### config.mk
export PLATFORM = sky130hd
export DESIGN_NAME = txu_unpacker
export DESIGN_NICKNAME = d
export VERILOG_FILES = /design/src/hdl/txu_fifo.v /design/src/hdl/txu_unpacker.v
export VERILOG_INCLUDE_DIRS = /design/src /design/src/inc
export SDC_FILE = /design/constraint.sdc
export NUM_CORES = 1
export LEC_CHECK = 0
export BUFFER_PORTS_ARGS = -buffer_cell sky130_fd_sc_hd__buf_2
export CELL_PAD_IN_SITES_DETAIL_PLACEMENT = 1
export CELL_PAD_IN_SITES_GLOBAL_PLACEMENT = 1
export CORE_ASPECT_RATIO = 0.8
export CORE_MARGIN = 4
export CORE_UTILIZATION = 45
export CTS_BUF_LIST = sky130_fd_sc_hd__clkbuf_16
export DETAILED_ROUTE_END_ITERATION = 6
export PLACE_DENSITY_LB_ADDON = 0.1
export SLEW_MARGIN = 25
export SYNTH_ARGS = -nofsm -noshare
export SYNTH_HDL_FRONTEND = slang
export SYNTH_SLANG_ARGS = --single-unit
### constraint.sdc
create_clock -name mclk -period 7.3 [get_ports mclk]
set_input_delay 1.095 -clock mclk [delete_from_list [all_inputs] [get_ports mclk]]
set_output_delay 1.095 -clock mclk [all_outputs]
set_load 0.01 [all_outputs]
### src/inc/txu_defines.vh
// field positions, codes and sizes for the transmit buffer unpacker
`ifndef TXU_DEFINES_VH
`define TXU_DEFINES_VH

// first command word fields
`define TXU_A_DONE      31
`define TXU_A_ALIGN_HI  25
`define TXU_A_ALIGN_LO  24
`define TXU_A_OFF_HI    20
`define TXU_A_OFF_LO    16
`define TXU_A_FIRST     13
`define TXU_A_LAST      12
`define TXU_A_SIZE_HI   10
`define TXU_A_SIZE_LO   0

// second command word fields
`define TXU_B_TAG_HI    31
`define TXU_B_TAG_LO    16
`define TXU_B_CSUM      14
`define TXU_B_CRC_DIS   13
`define TXU_B_PAD_DIS   12
`define TXU_B_LEN_HI    10
`define TXU_B_LEN_LO    0

// end alignment codes
`define TXU_ALIGN_4     2'h0
`define TXU_ALIGN_16    2'h1
`define TXU_ALIGN_32    2'h2

// dword masks used to round a word count up to the alignment
`define TXU_AMASK_4     12'h000
`define TXU_AMASK_16    12'h003
`define TXU_AMASK_32    12'h007

// buffering
`define TXU_FIFO_DEPTH  8
`define TXU_FIFO_AW     3

`endif

### src/hdl/txu_fifo.v
// small synchronous fifo with registered ready and registered read port
`include "txu_defines.vh"

module txu_fifo #(
    parameter WIDTH = 38,
    parameter DEPTH = `TXU_FIFO_DEPTH,
    parameter AW    = `TXU_FIFO_AW
) (
    // clock and reset
    input  wire             mclk,
    input  wire             nrst,
    // write side
    input  wire             wr_valid,
    input  wire [WIDTH-1:0] wr_data,
    output reg              wr_ready_q,
    // read side
    output reg              rd_valid_q,
    output reg  [WIDTH-1:0] rd_data_q,
    input  wire             rd_ready
);
    reg [WIDTH-1:0] mem [0:DEPTH-1];
    reg [AW-1:0]    wptr_q;
    reg [AW-1:0]    rptr_q;
    reg [AW:0]      count_q;
    reg [AW:0]      count_d;
    wire            push;
    wire            pop;

    assign push = wr_valid & wr_ready_q;
    // the output register reloads when empty or when the reader takes it
    assign pop  = (count_q != {(AW+1){1'h0}}) & (~rd_valid_q | rd_ready);

    // occupancy, ready is registered so the source sees honest full
    always @* begin
        count_d = count_q;
        if (push & ~pop)
            count_d = count_q + 1'h1;
        else if (pop & ~push)
            count_d = count_q - 1'h1;
    end

    always @(posedge mclk or negedge nrst) begin
        if (!nrst) begin
            wptr_q     <= {AW{1'h0}};
            rptr_q     <= {AW{1'h0}};
            count_q    <= {(AW+1){1'h0}};
            wr_ready_q <= 1'h1;
            rd_valid_q <= 1'h0;
            rd_data_q  <= {WIDTH{1'h0}};
        end else begin
            count_q    <= count_d;
            wr_ready_q <= (count_d < DEPTH);
            if (push) begin
                wptr_q <= (wptr_q == DEPTH - 1) ? {AW{1'h0}}
                                                : wptr_q + 1'h1;
            end
            if (pop) begin
                rd_data_q  <= mem[rptr_q];
                rd_valid_q <= 1'h1;
                rptr_q     <= (rptr_q == DEPTH - 1) ? {AW{1'h0}}
                                                    : rptr_q + 1'h1;
            end else if (rd_ready) begin
                rd_valid_q <= 1'h0;
            end
        end
    end

    // storage has no reset, only written entries are ever read
    always @(posedge mclk) begin
        if (push)
            mem[wptr_q] <= wr_data;
    end
endmodule // txu_fifo

### src/hdl/txu_unpacker.v
// transmit buffer command unpacker: strips command words and padding
//
// Notes on behaviour
// - first-command bit 13 opens a new packet with this buffer
// - first-command bit 12 closes the packet after this buffer's payload
// - buffer size, offset and end alignment give the trailing pad dwords
// - running sum of buffer sizes checked against packet length
// - second-command bits 31:16 copied out as the packet tag
// - checksum only if bit 14, first segment and global enable set
// - second-command bit 13 suppresses the automatic crc
// - bit 12 disables short frame padding and forces crc on
// - packet length in second-command bits 10:0, mismatch flags error
// - payload starts after the command words and any skipped offset dwords
// - low two offset bits pick the first valid byte lane
// - offset bits above the byte lane skip up to seven dwords
// - payload contiguous, unused tail bytes of last dword withheld
// - host pads to 4, 16 or 32 bytes, device strips it
// - first-command bit 31 raises loaded flag after the buffer
// - alignment code 00 4-byte, 01 16-byte, 10 32-byte, 11 reserved
// - second command word present only on first-segment buffers
`include "txu_defines.vh"

module txu_unpacker #(
    parameter DEPTH = `TXU_FIFO_DEPTH,
    parameter AW    = `TXU_FIFO_AW
) (
    // clock and reset
    input  wire        mclk,
    input  wire        nrst,
    // host write stream
    input  wire        in_valid,
    input  wire [31:0] in_data,
    output wire        in_ready,
    // mac side payload stream
    output wire        mac_valid,
    output wire [31:0] mac_data,
    output wire [3:0]  mac_be,
    output wire        mac_sop,
    output wire        mac_eop,
    input  wire        mac_ready,
    // per packet controls
    output reg  [15:0] pkt_tag_q,
    output reg         csum_req_q,
    output reg         crc_add_dis_q,
    output reg         pad_dis_q,
    // configuration and status
    input  wire        checksum_offload_global_enable,
    output reg         transmit_error_flag_q,
    input  wire        error_clr,
    output reg         buffer_loaded_flag_q,
    input  wire        loaded_clr
);
    // unpacker states
    localparam [2:0] ST_CMDA = 3'h0;
    localparam [2:0] ST_CMDB = 3'h1;
    localparam [2:0] ST_SKIP = 3'h2;
    localparam [2:0] ST_DATA = 3'h3;
    localparam [2:0] ST_PAD  = 3'h4;

    reg  [2:0]  state_q;
    reg  [2:0]  state_d;
    reg  [11:0] skip_q;
    reg  [11:0] skip_d;
    reg  [11:0] data_q;
    reg  [11:0] data_d;
    reg  [11:0] pad_q;
    reg  [11:0] pad_d;
    reg  [3:0]  first_be_q;
    reg  [3:0]  last_be_q;
    reg         first_word_q;
    reg         last_seg_q;
    reg         done_req_q;
    reg         pkt_start_q;
    reg  [11:0] sum_q;
    reg  [10:0] len_q;
    reg         in_pkt_q;
    reg         err_set;
    reg         loaded_set;

    wire        take;
    wire [10:0] a_size;
    wire [4:0]  a_off;
    wire [1:0]  a_align;
    wire [11:0] span;
    wire [11:0] words;
    wire [11:0] amask;
    wire [11:0] total;
    wire [11:0] n_skip;
    wire [11:0] n_data;
    wire [11:0] n_pad;
    wire [1:0]  end_lane;
    wire [11:0] sum_next;
    wire        fifo_wr;
    wire [3:0]  be_now;
    wire        eop_now;
    wire [37:0] fifo_in;
    wire [37:0] fifo_out;

    assign take = in_valid & in_ready;

    // first command word decode
    assign a_size  = in_data[`TXU_A_SIZE_HI:`TXU_A_SIZE_LO];
    assign a_off   = in_data[`TXU_A_OFF_HI:`TXU_A_OFF_LO];
    assign a_align = in_data[`TXU_A_ALIGN_HI:`TXU_A_ALIGN_LO];

    // dword budget of one buffer, all widths kept at 12 bits
    assign span   = {1'h0, a_size} + {7'h00, a_off};
    assign words  = (span + 12'h003) >> 2;
    assign amask  = (a_align == `TXU_ALIGN_32) ? `TXU_AMASK_32 :
                    (a_align == `TXU_ALIGN_16) ? `TXU_AMASK_16 :
                                                 `TXU_AMASK_4;
    assign total  = (words + amask) & ~amask;
    assign n_skip = {9'h000, a_off[4:2]};
    assign n_data = ({1'h0, a_size} + {10'h000, a_off[1:0]}
                     + 12'h003) >> 2;
    assign n_pad  = total - n_skip - n_data;
    assign end_lane = a_size[1:0] + a_off[1:0];

    // running byte count of the packet so far
    assign sum_next = in_data[`TXU_A_FIRST] ? {1'h0, a_size}
                                            : sum_q + {1'h0, a_size};

    // payload word handling
    assign fifo_wr = take & (state_q == ST_DATA);
    assign eop_now = last_seg_q & (data_q == 12'h001);
    assign be_now  = (first_word_q ? first_be_q : 4'hF)
                   & ((data_q == 12'h001) ? last_be_q : 4'hF);
    assign fifo_in = {pkt_start_q & first_word_q, eop_now, be_now, in_data};

    // next state and counters
    always @* begin
        state_d = state_q;
        skip_d  = skip_q;
        data_d  = data_q;
        pad_d   = pad_q;
        if (take) begin
            case (state_q)
                ST_CMDA: begin
                    skip_d = n_skip;
                    data_d = n_data;
                    pad_d  = n_pad;
                    if (in_data[`TXU_A_FIRST])
                        state_d = ST_CMDB;
                    else if (n_skip != 12'h000)
                        state_d = ST_SKIP;
                    else if (n_data != 12'h000)
                        state_d = ST_DATA;
                    else if (n_pad != 12'h000)
                        state_d = ST_PAD;
                    else
                        state_d = ST_CMDA;
                end
                ST_CMDB: begin
                    if (skip_q != 12'h000)
                        state_d = ST_SKIP;
                    else if (data_q != 12'h000)
                        state_d = ST_DATA;
                    else if (pad_q != 12'h000)
                        state_d = ST_PAD;
                    else
                        state_d = ST_CMDA;
                end
                ST_SKIP: begin
                    skip_d = skip_q - 12'h001;
                    if (skip_q == 12'h001)
                        state_d = (data_q != 12'h000) ? ST_DATA :
                                  (pad_q != 12'h000) ? ST_PAD : ST_CMDA;
                end
                ST_DATA: begin
                    data_d = data_q - 12'h001;
                    if (data_q == 12'h001)
                        state_d = (pad_q != 12'h000) ? ST_PAD : ST_CMDA;
                end
                ST_PAD: begin
                    pad_d = pad_q - 12'h001;
                    if (pad_q == 12'h001)
                        state_d = ST_CMDA;
                end
                default: state_d = ST_CMDA;
            endcase
        end
    end

    // events that set the sticky flags, loaded when a buffer is finished, error at its command words
    always @* begin
        err_set    = 1'h0;
        loaded_set = 1'h0;
        // a first buffer with no words beyond its second command ends here
        if (take && state_q != ST_CMDA && state_d == ST_CMDA)
            loaded_set = done_req_q;
        if (take && state_q == ST_CMDA && state_d == ST_CMDA)
            loaded_set = in_data[`TXU_A_DONE];
        // length check on the closing buffer, against the packet length
        if (take && state_q == ST_CMDA && in_data[`TXU_A_LAST]
            && !in_data[`TXU_A_FIRST])
            err_set = (sum_next != {1'h0, len_q});
        if (take && state_q == ST_CMDB && last_seg_q)
            err_set = (sum_q != {1'h0,
                       in_data[`TXU_B_LEN_HI:`TXU_B_LEN_LO]});
        // a buffer without an opening packet cannot be counted
        if (take && state_q == ST_CMDA && !in_data[`TXU_A_FIRST]
            && !in_pkt_q)
            err_set = 1'h1;
    end

    // sequencing registers
    always @(posedge mclk or negedge nrst) begin
        if (!nrst) begin
            state_q      <= ST_CMDA;
            skip_q       <= 12'h000;
            data_q       <= 12'h000;
            pad_q        <= 12'h000;
            first_be_q   <= 4'hF;
            last_be_q    <= 4'hF;
            first_word_q <= 1'h0;
            last_seg_q   <= 1'h0;
            done_req_q   <= 1'h0;
            pkt_start_q  <= 1'h0;
            sum_q        <= 12'h000;
            len_q        <= 11'h000;
            in_pkt_q     <= 1'h0;
        end else begin
            state_q <= state_d;
            skip_q  <= skip_d;
            data_q  <= data_d;
            pad_q   <= pad_d;
            if (take && state_q == ST_CMDA) begin
                // byte lane masks for the first and last payload dwords
                first_be_q   <= 4'hF << a_off[1:0];
                last_be_q    <= (end_lane == 2'h0) ? 4'hF :
                                (4'hF >> (3'h4 - {1'h0, end_lane}));
                first_word_q <= 1'h1;
                last_seg_q   <= in_data[`TXU_A_LAST];
                done_req_q   <= in_data[`TXU_A_DONE];
                pkt_start_q  <= in_data[`TXU_A_FIRST];
                sum_q        <= sum_next;
                in_pkt_q     <= ~in_data[`TXU_A_LAST];
            end
            if (take && state_q == ST_CMDB)
                len_q <= in_data[`TXU_B_LEN_HI:`TXU_B_LEN_LO];
            if (fifo_wr)
                first_word_q <= 1'h0;
        end
    end

    // per packet controls latched from the second command word
    always @(posedge mclk or negedge nrst) begin
        if (!nrst) begin
            pkt_tag_q     <= 16'h0000;
            csum_req_q    <= 1'h0;
            crc_add_dis_q <= 1'h0;
            pad_dis_q     <= 1'h0;
        end else if (take && state_q == ST_CMDB) begin
            pkt_tag_q     <= in_data[`TXU_B_TAG_HI:`TXU_B_TAG_LO];
            // second word only exists on first segments, so the flag holds
            csum_req_q    <= in_data[`TXU_B_CSUM]
                           & checksum_offload_global_enable;
            // disabling pad forces the crc back on
            crc_add_dis_q <= in_data[`TXU_B_CRC_DIS]
                           & ~in_data[`TXU_B_PAD_DIS];
            pad_dis_q     <= in_data[`TXU_B_PAD_DIS];
        end
    end

    // sticky flags, a set in the clearing cycle wins
    always @(posedge mclk or negedge nrst) begin
        if (!nrst) begin
            transmit_error_flag_q <= 1'h0;
            buffer_loaded_flag_q  <= 1'h0;
        end else begin
            if (err_set)
                transmit_error_flag_q <= 1'h1;
            else if (error_clr)
                transmit_error_flag_q <= 1'h0;
            if (loaded_set)
                buffer_loaded_flag_q <= 1'h1;
            else if (loaded_clr)
                buffer_loaded_flag_q <= 1'h0;
        end
    end

    // payload buffer; its registered ready stalls the whole host stream,
    // command words included, which costs nothing and keeps ready a flop
    txu_fifo #(
        .WIDTH (38),
        .DEPTH (DEPTH),
        .AW    (AW)
    ) u_fifo (
        .mclk       (mclk),
        .nrst       (nrst),
        .wr_valid   (fifo_wr),
        .wr_data    (fifo_in),
        .wr_ready_q (in_ready),
        .rd_valid_q (mac_valid),
        .rd_data_q  (fifo_out),
        .rd_ready   (mac_ready)
    );

    assign mac_data = fifo_out[31:0];
    assign mac_be   = fifo_out[35:32];
    assign mac_eop  = fifo_out[36];
    assign mac_sop  = fifo_out[37];
endmodule // txu_unpacker

==> flow_summary.yaml, run 1 <==
worst_setup_path:
  crit_type: "in2reg"
  rr_endpoint: "u_fifo.mem[6][14]"
  crit_top_cell: "ha_1"
  reg2regPathDepth: 8
  required_ps: 7780
  start_kind: "primary input"
  cp-end-kind: "register"
  rr_startpoint: "state_q[1]"
  crit_chain: "buf_2 > inv_1 > ha_1 > inv_1 > ha_1 > nor3b_1 > o21ai_0 > and2_1 > xnor2_1 > ha_1 > nor2b_1 > or3_1 > fa_1 > inv_1 > ha_1 > a211oi_1 > or3b_1 > nand3_1 > a2111oi_0 > nand4_1 > o311a_1 > o32ai_2"
  critPathMaxStageDelay_ps: 500
  crit_path_top_delay_cell: "fa_1"
  worst-endpoint-arrival_ps: 6400
  critPathMaxFanout: 14
  r2r_slack_ps: 3460
place:
  dp.cells: 2135
  gp_congestion: 0.834
  place_area_mm2: 0.0217
  portBuffers: 99
  dp_hpwl_mm: 32.3
synthesis:
  synth-compound-area-share_pct: 7.18
  synthesis.area_mm2: 0.0205
  syn_area_per_cell_um2: 13.8
  ys_seq_area_share_pct: 62.0
  yosys.area_share.adder_pct: 4.30
  muxShareOfSynthArea_pct: 12.4
  synthCells: 1485
  synth_top_area_cell: "edfxtp_1"
  ys_top_cells_by_area: "edfxtp_1, dfrtp_1, mux4_2"
  yosys-top-cells-count: "edfxtp_1, dfrtp_1, nor2_1"
  ys_ff_latch: 448
  synth_xor_area_share_pct: 2.30
  synthFlopType: "edfxtp_1"
  yosysWarningCount: 0
  synth-simple-area-share_pct: 9.00
  synth_cell_types: 80
  syn_nets: 1591
  synth_edf_count: 304
  async_flop_share_pct: 32.1
  synth_top_family_by_area: "multiplexers"
  synth_top_area_share_pct: 44.5
  synthMostInstantiatedCell: "edfxtp_1"
floorplan:
  start_util_pct: 45.9
  pin_count: 100
  chipWidth_um: 247
  core_area_mm2: 0.0447
  die_area_mm2: 0.0491
  rows: 69
  die_height_um: 199
hold_path:
  whs_endpoint: "last_be_q[3]"
  hold_path_depth: 2
  min-delay-start: "last_be_q[3]"
  hp-class: "reg2reg"
power_and_ir_drop:
  p_leak_uw: 0.00862
  power_density_mw_per_mm2: 386
  vdd_drop_max_mv: 0.213
  finalPower_uw: 8950
grt:
  grt_use_met1_pct: 30.9
  grt_pass1_wl_mm: 80.4
  met3_usage_pct: 3.73
  grt_overflow: 0
  antenna_found_initial: 1
  grt_pass1_vias: 13200
  grtUsageTotal_pct: 21.4
  use_met2_pct: 34.5
  gr-max-usage-layer: "met2"
  grt_max_degree: 80
route:
  routedWlPerCell_um: 23.4
  first_iter_violations: 718
  wirelength_mm: 51.9
  firstDrtPassIters: 5
  vias: 12700
  drc: 0
  ant_nets: 0
  via_per_inst: 5.71
clock_tree:
  cts_sinks: 448
  post_cts_resized: 0
  ctsLongestPathBuffers: 3
  cts_inserted_buffers: 46
  htreeDepth: 2
  clkTransAtPathRegs_ps: 60
  cts_tree: "yes"
  insertion_delay_ps: 580
  holdBufCountCts: 0
  clockRootBuffer: "clkbuf_16"
  post_cts_buffers: 0
sta:
  max_freq_mhz: 169
  drv_slew: 0
  fin_crit_sh_pct: 81.1
  clock_skew_ps: 21.6
  setup_tns_ps: 0
  period_needed_ps: 5920
  grt_setup_unrepaired: "no"
  hold_viol: 0
  setup_violations: 0
  worstMarginPinSlew_ps: 943
  relSlewSlack_pct: 37.1
run:
  max-cap-violations: 0
finish:
  fin_area_mm2: 0.0232
  layout.cells.non_filler: 2221
  areaGrowthSynthToFinish_pct: 12.9
  final_core_util_pct: 51.8
  drive_above_1_share_pct: 20.4
  fillCellCount: 4478
  nets: 1687
outcome:
  status: "complete, no violations"
## cell type report
| cell class | instances | area, um^2 | area share [%] |
|---|---|---|---|
| Clock buffer | 46 | 1150 | 4.97 |
| Timing Repair Buffer | 120 | 679 | 2.93 |
| Sequential cell | 448 | 12700 | 55.0 |
| Antenna cell | 1 | 2.50 | 0.0108 |
| Tap cell | 603 | 754 | 3.25 |
| Inverter | 70 | 263 | 1.13 |
| Multi-Input combinational cell | 895 | 7300 | 31.5 |
| Clock inverter | 38 | 279 | 1.20 |
## worst max-delay path by stage
stage	startpoint	endpoint	slack, ps	cells past startpoint
2_1_floorplan	in_valid	u_fifo.mem[0][0]	1390	4
3_3_place_gp	in_data[1]	state_q[2]	1060	23
3_5_place_dp	in_data[1]	buffer_loaded_flag_q	860	24
4_1_cts	in_data[1]	buffer_loaded_flag_q	1420	22
5_1_grt	in_data[1]	buffer_loaded_flag_q	990	24
6_report	in_data[1]	buffer_loaded_flag_q	1380	22
## per-stage QoR
step	hold slack (ps)	setup slack [ps]
after floorplan	436	1390
after global placement	447	1060
after detailed placement	451	857
after CTS	462	1420
after global routing	480	994
final	460	1380
## routing by layer
layer  vias to the layer above  wire, um  part of all wire (%)
li1                       5780         -                     -
met1                      6603     24200                    47
met2                       250     24400                    47
met3                        56      2500                   4.8
met4                         2       787                   1.5
met5                         -        13                 0.025
## registers in the layout, summed over array words and instances, names as in the netlist, 4 cells and up
name              count
u_fifo.mem          304
u_fifo.count_q        4
u_fifo.rd_data_q     38
sum_q                12
len_q                11
data_q               12
pad_q                12
pkt_tag_q            16
skip_q               12
## critical path, delay by kind of cell
family          cells  cell delay (ps)
xor+xnor            1              140
buf+inv             4              590
fa+ha+maj           5             1490
simple gates        7             1290
compound gates      5             1770
## layout by cell type, fill, tap and decap left out, types with 6 or more instances in the layout
master,synthesis,routed
ha_1,61,61
or3_1,7,7
a211oi_1,12,12
nor2_1,119,114
inv_1,68,81
fa_1,6,6
nand2b_1,8,8
or2_2,7,7
a31oi_1,7,7
o22ai_1,6,6
nand2_1,97,97
nor2b_1,8,8
a21oi_1,89,89
mux2_1,6,6
mux2i_1,45,45
mux2_2,29,29
clkinv_1,1,10
xor2_1,20,20
nor3b_1,10,10
nor3_2,1,6
mux4_2,76,76
dfstp_2,7,7
buf_4,2,20
clkbuf_16,0,46
and2_1,6,6
edfxtp_1,304,304
o21ai_0,56,56
a21o_1,8,8
xnor2_1,34,34
buf_2,6,98
o21ai_1,7,7
nand3_1,31,30
nor3_1,30,25
nand4_1,12,12
dfrtp_1,137,134
clkinv_2,0,6
nor4_1,14,13
## logic make-up (layout without fill, tap and decap cells)
group                      count (synthesis)  count (layout)
adders and majority gates                 67              67
DFF                                      448             448
buffers and inverters                    142             274
other                                      1               2
muxes                                    156             156
xor gates and xnor gates                  54              54
AOI/OAI and AO/OA                        238             238
and+or+nand+nor                          379             379
## where the power goes
group	internal, uW	switching, uW	total [uW]	leakage [uW]
Sequential	3180	424	3600	0.00443
Combinational	1360	1740	3100	0.00345
Clock	1260	987	2250	0.000742
Note: power is estimated with default switching activity, not from simulation.
==> inputs of run 2 (changes only) <==
--- a/config.mk
+++ b/config.mk
@@ -6,6 +6,7 @@
 export SDC_FILE = /design/constraint.sdc
 export NUM_CORES = 1
 export LEC_CHECK = 0
+export ABC_AREA = 1
 export BUFFER_PORTS_ARGS = -buffer_cell sky130_fd_sc_hd__buf_2
 export CELL_PAD_IN_SITES_DETAIL_PLACEMENT = 1
 export CELL_PAD_IN_SITES_GLOBAL_PLACEMENT = 1
==> constraint.sdc (replaced) <==
create_clock -name mclk -period 4.83 [get_ports mclk]
set_input_delay 0.7245 -clock mclk [delete_from_list [all_inputs] [get_ports mclk]]
set_output_delay 0.7245 -clock mclk [all_outputs]
set_load 0.01 [all_outputs]
==> run 2 against run 1 <==
Net effect:
- via count increased by 20%
- first-iteration DRC count increased by 34%
- area after synthesis increased by 1.1%
- register-to-register slack got worse by 1800 ps
- worst setup slack got worse by 960 ps
- largest cell class unchanged
==> flow_summary.yaml, run 2 <==
power_and_ir_drop:
  power.internal_uw: 8710
  p_leak_uw: 0.00996
  pwr-share-clk_pct: 26.0
  swShare_pct: 38.2
  power_density_mw_per_mm2: 587
  power_frac_seq_pct: 37.5
  vdd_drop_max_mv: 0.728
  combinationalPowerShare_pct: 36.5
  power_switching_uw: 5400
worst_setup_path:
  required_ps: 5360
  cp-end-kind: "register"
  crit_top_cell: "nand2_1"
  critPathMaxFanout: 3
  critPathMaxStageDelay_ps: 370
  start_kind: "primary input"
  crit_path_top_delay_cell: "fa_2"
  crit_type: "in2reg"
  worst-endpoint-arrival_ps: 4940
finish:
  nets: 2207
  largest_reg_flops: 304
  mostFrequentLayoutCell: "nand2_1"
  final_cell_mix: "nand2_1, edfxtp_1, nor2_1"
  drive_above_1_share_pct: 15.5
  areaGrowthSynthToFinish_pct: 15.9
  largestRegisters: "u_fifo.mem (304), u_fifo.rd_data_q (38), pkt_tag_q (16)"
  fin_area_mm2: 0.0240
  largest_register: "u_fifo.mem"
synthesis:
  synthFlopType: "edfxtp_1"
  synth_top_area_share_pct: 44.0
  ys_top_cells_by_area: "edfxtp_1, dfrtp_1, nand2_1"
  async_flop_share_pct: 32.1
  yosysWarningCount: 0
  yosys-top-cells-count: "nand2_1, edfxtp_1, nor2_1"
  syn_nets: 2051
  synth_cell_types: 51
  ys_seq_area_share_pct: 61.4
  syn_area_per_cell_um2: 10.7
  ys_ff_latch: 448
  synth_top_area_cell: "edfxtp_1"
  synth_edf_count: 304
  synthesis.area_mm2: 0.0208
  synthCells: 1945
  synthMostInstantiatedCell: "nand2_1"
outcome:
  status: "complete, no violations"
clock_tree:
  ctsLongestPathBuffers: 3
  clkTransAtPathRegs_ps: 70
  cts_tree: "yes"
  cts_sinks: 448
  clockRootBuffer: "clkbuf_16"
  htreeDepth: 2
  insertion_delay_ps: 600
  cts_inserted_buffers: 47
floorplan:
  start_util_pct: 45.5
  core_area_mm2: 0.0456
  rows: 70
  die_area_mm2: 0.0496
  die_height_um: 200
  chipWidth_um: 248
  pin_count: 100
place:
  place_area_mm2: 0.0224
  dp_hpwl_mm: 36.9
  portBuffers: 99
  gp_congestion: 0.846
route:
  wirelength_mm: 59.4
  first_iter_violations: 963
  vias: 15300
  ant_nets: 0
  drc: 0
  firstDrtPassIters: 5
  routedWlPerCell_um: 21.6
  via_per_inst: 5.55
sta:
  clock_skew_ps: 24.2
  worstMarginPinSlew_ps: 1030
  period_needed_ps: 4410
  setup_tns_ps: 0
  max_freq_mhz: 227
  drv_slew: 0
  relSlewSlack_pct: 31.3
  setup_violations: 0
  fin_crit_sh_pct: 91.3
  hold_viol: 0
run:
  max-cap-violations: 0
grt:
  grt_pass1_vias: 16200
  grt_overflow: 0
  antenna_found_initial: 1
  grt_max_degree: 88
  grt_pass1_wl_mm: 92.5
  grtUsageTotal_pct: 24.2
hold_path:
  hp-class: "in2async"
## run 2: cell types whose count changed in the layout (fill, tap and decap cells not counted), moves of 41 or more
cell	before	now
a21oi_1	89	48
buf_4	20	87
inv_1	81	164
mux4_2	76	0
nand2_1	97	362
nand3_1	30	95
nor2_1	114	200
o21ai_0	56	171
o221ai_1	0	60
## run 2: worst paths after layout
check                                   start              endpoint  slack [ps]  cells after the start
worst max-delay path              in_data[18]  buffer_loaded_flag_q         420                     34
worst min-delay path                     nrst  u_fifo.rd_data_q[37]         140                      1
worst max register to register     state_q[2]     u_fifo.mem[5][29]        1650                      8
worst min register to register  first_be_q[1]         first_be_q[1]         470                      2
max in group asynchronous                nrst            state_q[2]        3620                      2
min in group mclk                   mac_ready     u_fifo.rd_valid_q         350                      2
## run 2: repair_timing
| item | 4_1_cts | 5_1_grt |
|---|---|---|
| gates resized for setup | 0 | 16 |
| hold buffers | 0 | 0 |
| setup buffers | 0 | 1 |
| endpoints found under the setup margin | 0 | 5 |
## run 2: power groups by stage
stage          clock, uW  combinational [uW]  sequential (uW)
6_report            3670                5150             5290
5_1_grt             3920                5820             5360
4_1_cts             3750                5180             5280
3_5_place_dp           0                5130             5350
3_3_place_gp           0                4940             5320
2_1_floorplan          0                3290             5270
## run 2: logic make-up (layout without fill, tap and decap cells)
logic type	Yosys count	count (layout)	share of synthesized area, %
AO/OA/AOI/OAI	333	333	9.70
XOR/XNOR	35	35	1.51
multiplexers	68	68	3.28
other	1	2	0.0181
flip-flops	448	448	61.4
buffers and inverters	247	442	4.68
AND/OR/NAND/NOR	746	746	15.2
adder cells (fa/ha/maj)	67	67	4.26
## run 2: through the flow
stage / instances / power [uW] / hold WS (ps) / util [%] / setup slack (ps)
6_report: 2753 / 14100 / 138 / 52.7 / 418
5_1_grt: 2752 / 15100 / 172 / 52.7 / -7.56
4_1_cts: 2751 / 14200 / 136 / 52.5 / 73.4
3_5_place_dp: 2663 / 10500 / 457 / 49.1 / -531
3_3_place_gp: 2663 / 10300 / 451 / 49.1 / -372
2_1_floorplan: 1945 / 8570 / 429 / - / 20.9
## run 2: critical path: cells and delay by family
family                   cells  cell delay [ps]
adder cells (fa/ha/maj)      5             1570
AND/OR/NAND/NOR             20             1710
buffers and inverters        5              340
AO/OA/AOI/OAI                3              400
XOR/XNOR                     1              180
## run 2: area by class of cell
class | count | area (um^2)
clock buffer | 48 | 1200
clock inverter | 40 | 362
timing repair buffer | 187 | 1170
multi-input combinational | 1250 | 7170
sequential | 448 | 12700
tap | 612 | 766
fill | 4938 | 21600
inverter | 167 | 627
antenna | 1 | 2.50
## run 2: routing by layer
layer / vias up / GRT usage, % / part of all wire, %
met4: 0 / 5.47 / 1.7
met2: 297 / 41.1 / 48
met1: 7824 / 33.7 / 45
met5: - / 0 / 0
li1: 7089 / - / -
met3: 72 / 3.15 / 4.7
==> inputs of run 3 (changes only) <==
--- a/config.mk
+++ b/config.mk
@@ -12,11 +12,12 @@
 export CELL_PAD_IN_SITES_GLOBAL_PLACEMENT = 1
 export CORE_ASPECT_RATIO = 0.8
 export CORE_MARGIN = 4
-export CORE_UTILIZATION = 45
+export CORE_UTILIZATION = 43
 export CTS_BUF_LIST = sky130_fd_sc_hd__clkbuf_16
 export DETAILED_ROUTE_END_ITERATION = 6
 export PLACE_DENSITY_LB_ADDON = 0.1
 export SLEW_MARGIN = 25
 export SYNTH_ARGS = -nofsm -noshare
 export SYNTH_HDL_FRONTEND = slang
+export SYNTH_HIERARCHICAL = 1
 export SYNTH_SLANG_ARGS = --single-unit
==> run 3 against run 2 <==
Net effect:
- synthesized cell count increased by 26%
- final area increased by 6.3%
- clock-buffer cell count increased by 1
- critical path depth increased by 4
- via count increased by 14%
- clock power increased by 2%
- combinational power increased by 13%
- flip-flop and latch count unchanged
- maximum frequency decreased by 3.2%
- critical endpoint unchanged
- largest cell class unchanged
- largest power group is now combinational cells
==> flow_summary.yaml, run 3 <==
worst_setup_path:
  start_kind: "primary input"
  worst-endpoint-arrival_ps: 5080
  crit_path_top_delay_cell: "fa_2"
  critPathTopFamily: "simple AND/OR/NAND/NOR gates"
  startpoint: "in_data[17]"
  cp-end-kind: "register"
  required_ps: 5350
  critPathMaxFanout: 4
  path_buf_inv: 6
  crit_type: "in2reg"
  rr_startpoint: "state_q[1]"
  critPathMaxStageDelay_ps: 360
  crit_top_cell: "nand2_1"
sta:
  clock_skew_ps: 21.5
  drv_slew: 0
  max_freq_mhz: 219
  relSlewSlack_pct: 34.4
  fin_crit_sh_pct: 94.4
  worstMarginPinSlew_ps: 984
  period_needed_ps: 4560
  setup_violations: 0
  setup_ws_ps: 272
  hold_viol: 0
route:
  drc: 0
  firstDrtPassIters: 5
  vias: 17400
  routedWlPerCell_um: 19.7
  wirelength_mm: 65.5
  ant_nets: 0
  first_iter_violations: 1093
  via_per_inst: 5.22
synthesis:
  synthFlopType: "edfxtp_1"
  syn_nets: 2563
  ys_ff_latch: 448
  synth_cell_types: 58
  synth_top_area_cell: "edfxtp_1"
  ys_top_cells_by_area: "edfxtp_1, dfrtp_1, nand2_1"
  async_flop_share_pct: 32.1
  synth_edf_count: 304
  synthesis.area_mm2: 0.0221
  synthMostInstantiatedCell: "nand2_1"
  ys_seq_area_share_pct: 57.6
  syn_area_per_cell_um2: 9.01
  yosys-top-cells-count: "nand2_1, inv_1, nand3_1"
  synth_top_area_share_pct: 41.2
  yosysWarningCount: 6
  synthCells: 2457
finish:
  nets: 2715
  largest_reg_flops: 304
  final_cell_mix: "nand2_1, inv_1, nand3_1"
  areaGrowthSynthToFinish_pct: 15.5
  largest_register: "u_fifo/mem"
  largestRegisters: "u_fifo/mem (304), u_fifo/rd_data_q (38), pkt_tag_q (16)"
  diodes: 0
  final_core_util_pct: 50.1
  mostFrequentLayoutCell: "nand2_1"
  drive_above_1_share_pct: 14.1
grt:
  gr-max-usage-layer: "met2"
  grt_overflow: 0
  grt_max_degree: 81
  grtUsageTotal_pct: 24.0
  grt_pass1_wl_mm: 103
  grt_pass1_vias: 18600
  antenna_found_initial: 1
  met3_usage_pct: 3.43
  grt_use_met1_pct: 32.7
  use_met2_pct: 40.9
power_and_ir_drop:
  power_density_mw_per_mm2: 578
  vdd_drop_max_mv: 0.325
  finalPower_uw: 14800
  p_leak_uw: 0.0120
floorplan:
  core_area_mm2: 0.0510
  rows: 74
  pin_count: 100
  die_area_mm2: 0.0552
  die_height_um: 211
  chipWidth_um: 262
  start_util_pct: 43.4
clock_tree:
  holdBufCountCts: 0
  cts_inserted_buffers: 48
  htreeDepth: 2
  clkTransAtPathRegs_ps: 60
  cts_sinks: 448
  cts_tree: "yes"
  clockRootBuffer: "clkbuf_16"
  insertion_delay_ps: 590
  ctsLongestPathBuffers: 3
place:
  gp_congestion: 0.800
  pre_cts_ws_ps: -619
  portBuffers: 99
  dp_hpwl_mm: 42.0
hold_path:
  hp-class: "in2async"
run:
  max-cap-violations: 0
outcome:
  status: "complete, no violations"
-- run 3: worst paths after layout --
check                      cells past startpoint  slack, ps              endpoint
setup / recovery                              38        270  buffer_loaded_flag_q
hold reg to reg                                2        460          last_be_q[2]
hold / removal                                 1        140  u_fifo/rd_data_q[37]
min in group mclk                              1        360     u_fifo/mem[3][24]
setup reg to reg                              11       1330      u_fifo/mem[3][4]
max in group asynchronous                      2       3540             skip_q[0]
-- run 3: power breakdown --
| part | internal, uW | switching [uW] | total (uW) | leakage [uW] |
|---|---|---|---|---|
| Combinational | 1890 | 3910 | 5800 | 0.00671 |
| Sequential | 4820 | 432 | 5250 | 0.00447 |
| Clock | 2130 | 1600 | 3730 | 0.000819 |
| Total | 8830 | 5950 | 14800 | 0.0120 |
-- run 3: layer usage --
layer	vias up	share of wire (%)
met3	89	4.5
li1	8218	-
met5	-	0
met2	335	48
met1	8742	46
met4	0	2.1
-- run 3: cell type report --
cell class	instances	area, um^2
sequential	448	12700
tap	684	856
clock inverter	41	355
clock buffer	49	1230
timing repair buffer	188	1210
inverter	409	1540
fill	5884	25400
multi-input combinational	1514	7630
-- run 3: timing repair --
item                       in CTS  in global routing
setup endpoints to repair       0                  7
setup buffers                   0                  3
resized for setup               0                 36
-- run 3: worst register-to-register path: cells and delay by family (launching register included) --
family                 cells  cell delay, ps
buffers and inverters      5             860
flip-flops                 1             440
AND/OR/NAND/NOR            6            1870
-- run 3: cell families (layout without fill, tap and decap cells) --
kind of cell               after synthesis  count (layout)  share of synthesized area [%]
AOI/OAI and AO/OA                      183             183                           4.62
and+or+nand+nor                       1243            1243                           24.0
xor gates and xnor gates                20              20                          0.825
DFF                                    448             448                           57.6
other                                    1               1                         0.0169
adders and majority gates               67              67                           3.99
buffers and inverters                  495             687                           8.95
-- run 3: through the flow --
step / TNS [ps] / hold slack, ps / cells / cell area [um^2]
floorplan: 0 / 429 / 2457 / 22100
detailed placement: -2120 / 455 / 3240 / 23800
global route: -4.62 / 177 / 3333 / 25600
finish: 0 / 143 / 3333 / 25600
CTS: 0 / 150 / 3330 / 25400
global placement: -1360 / 448 / 3240 / 23800
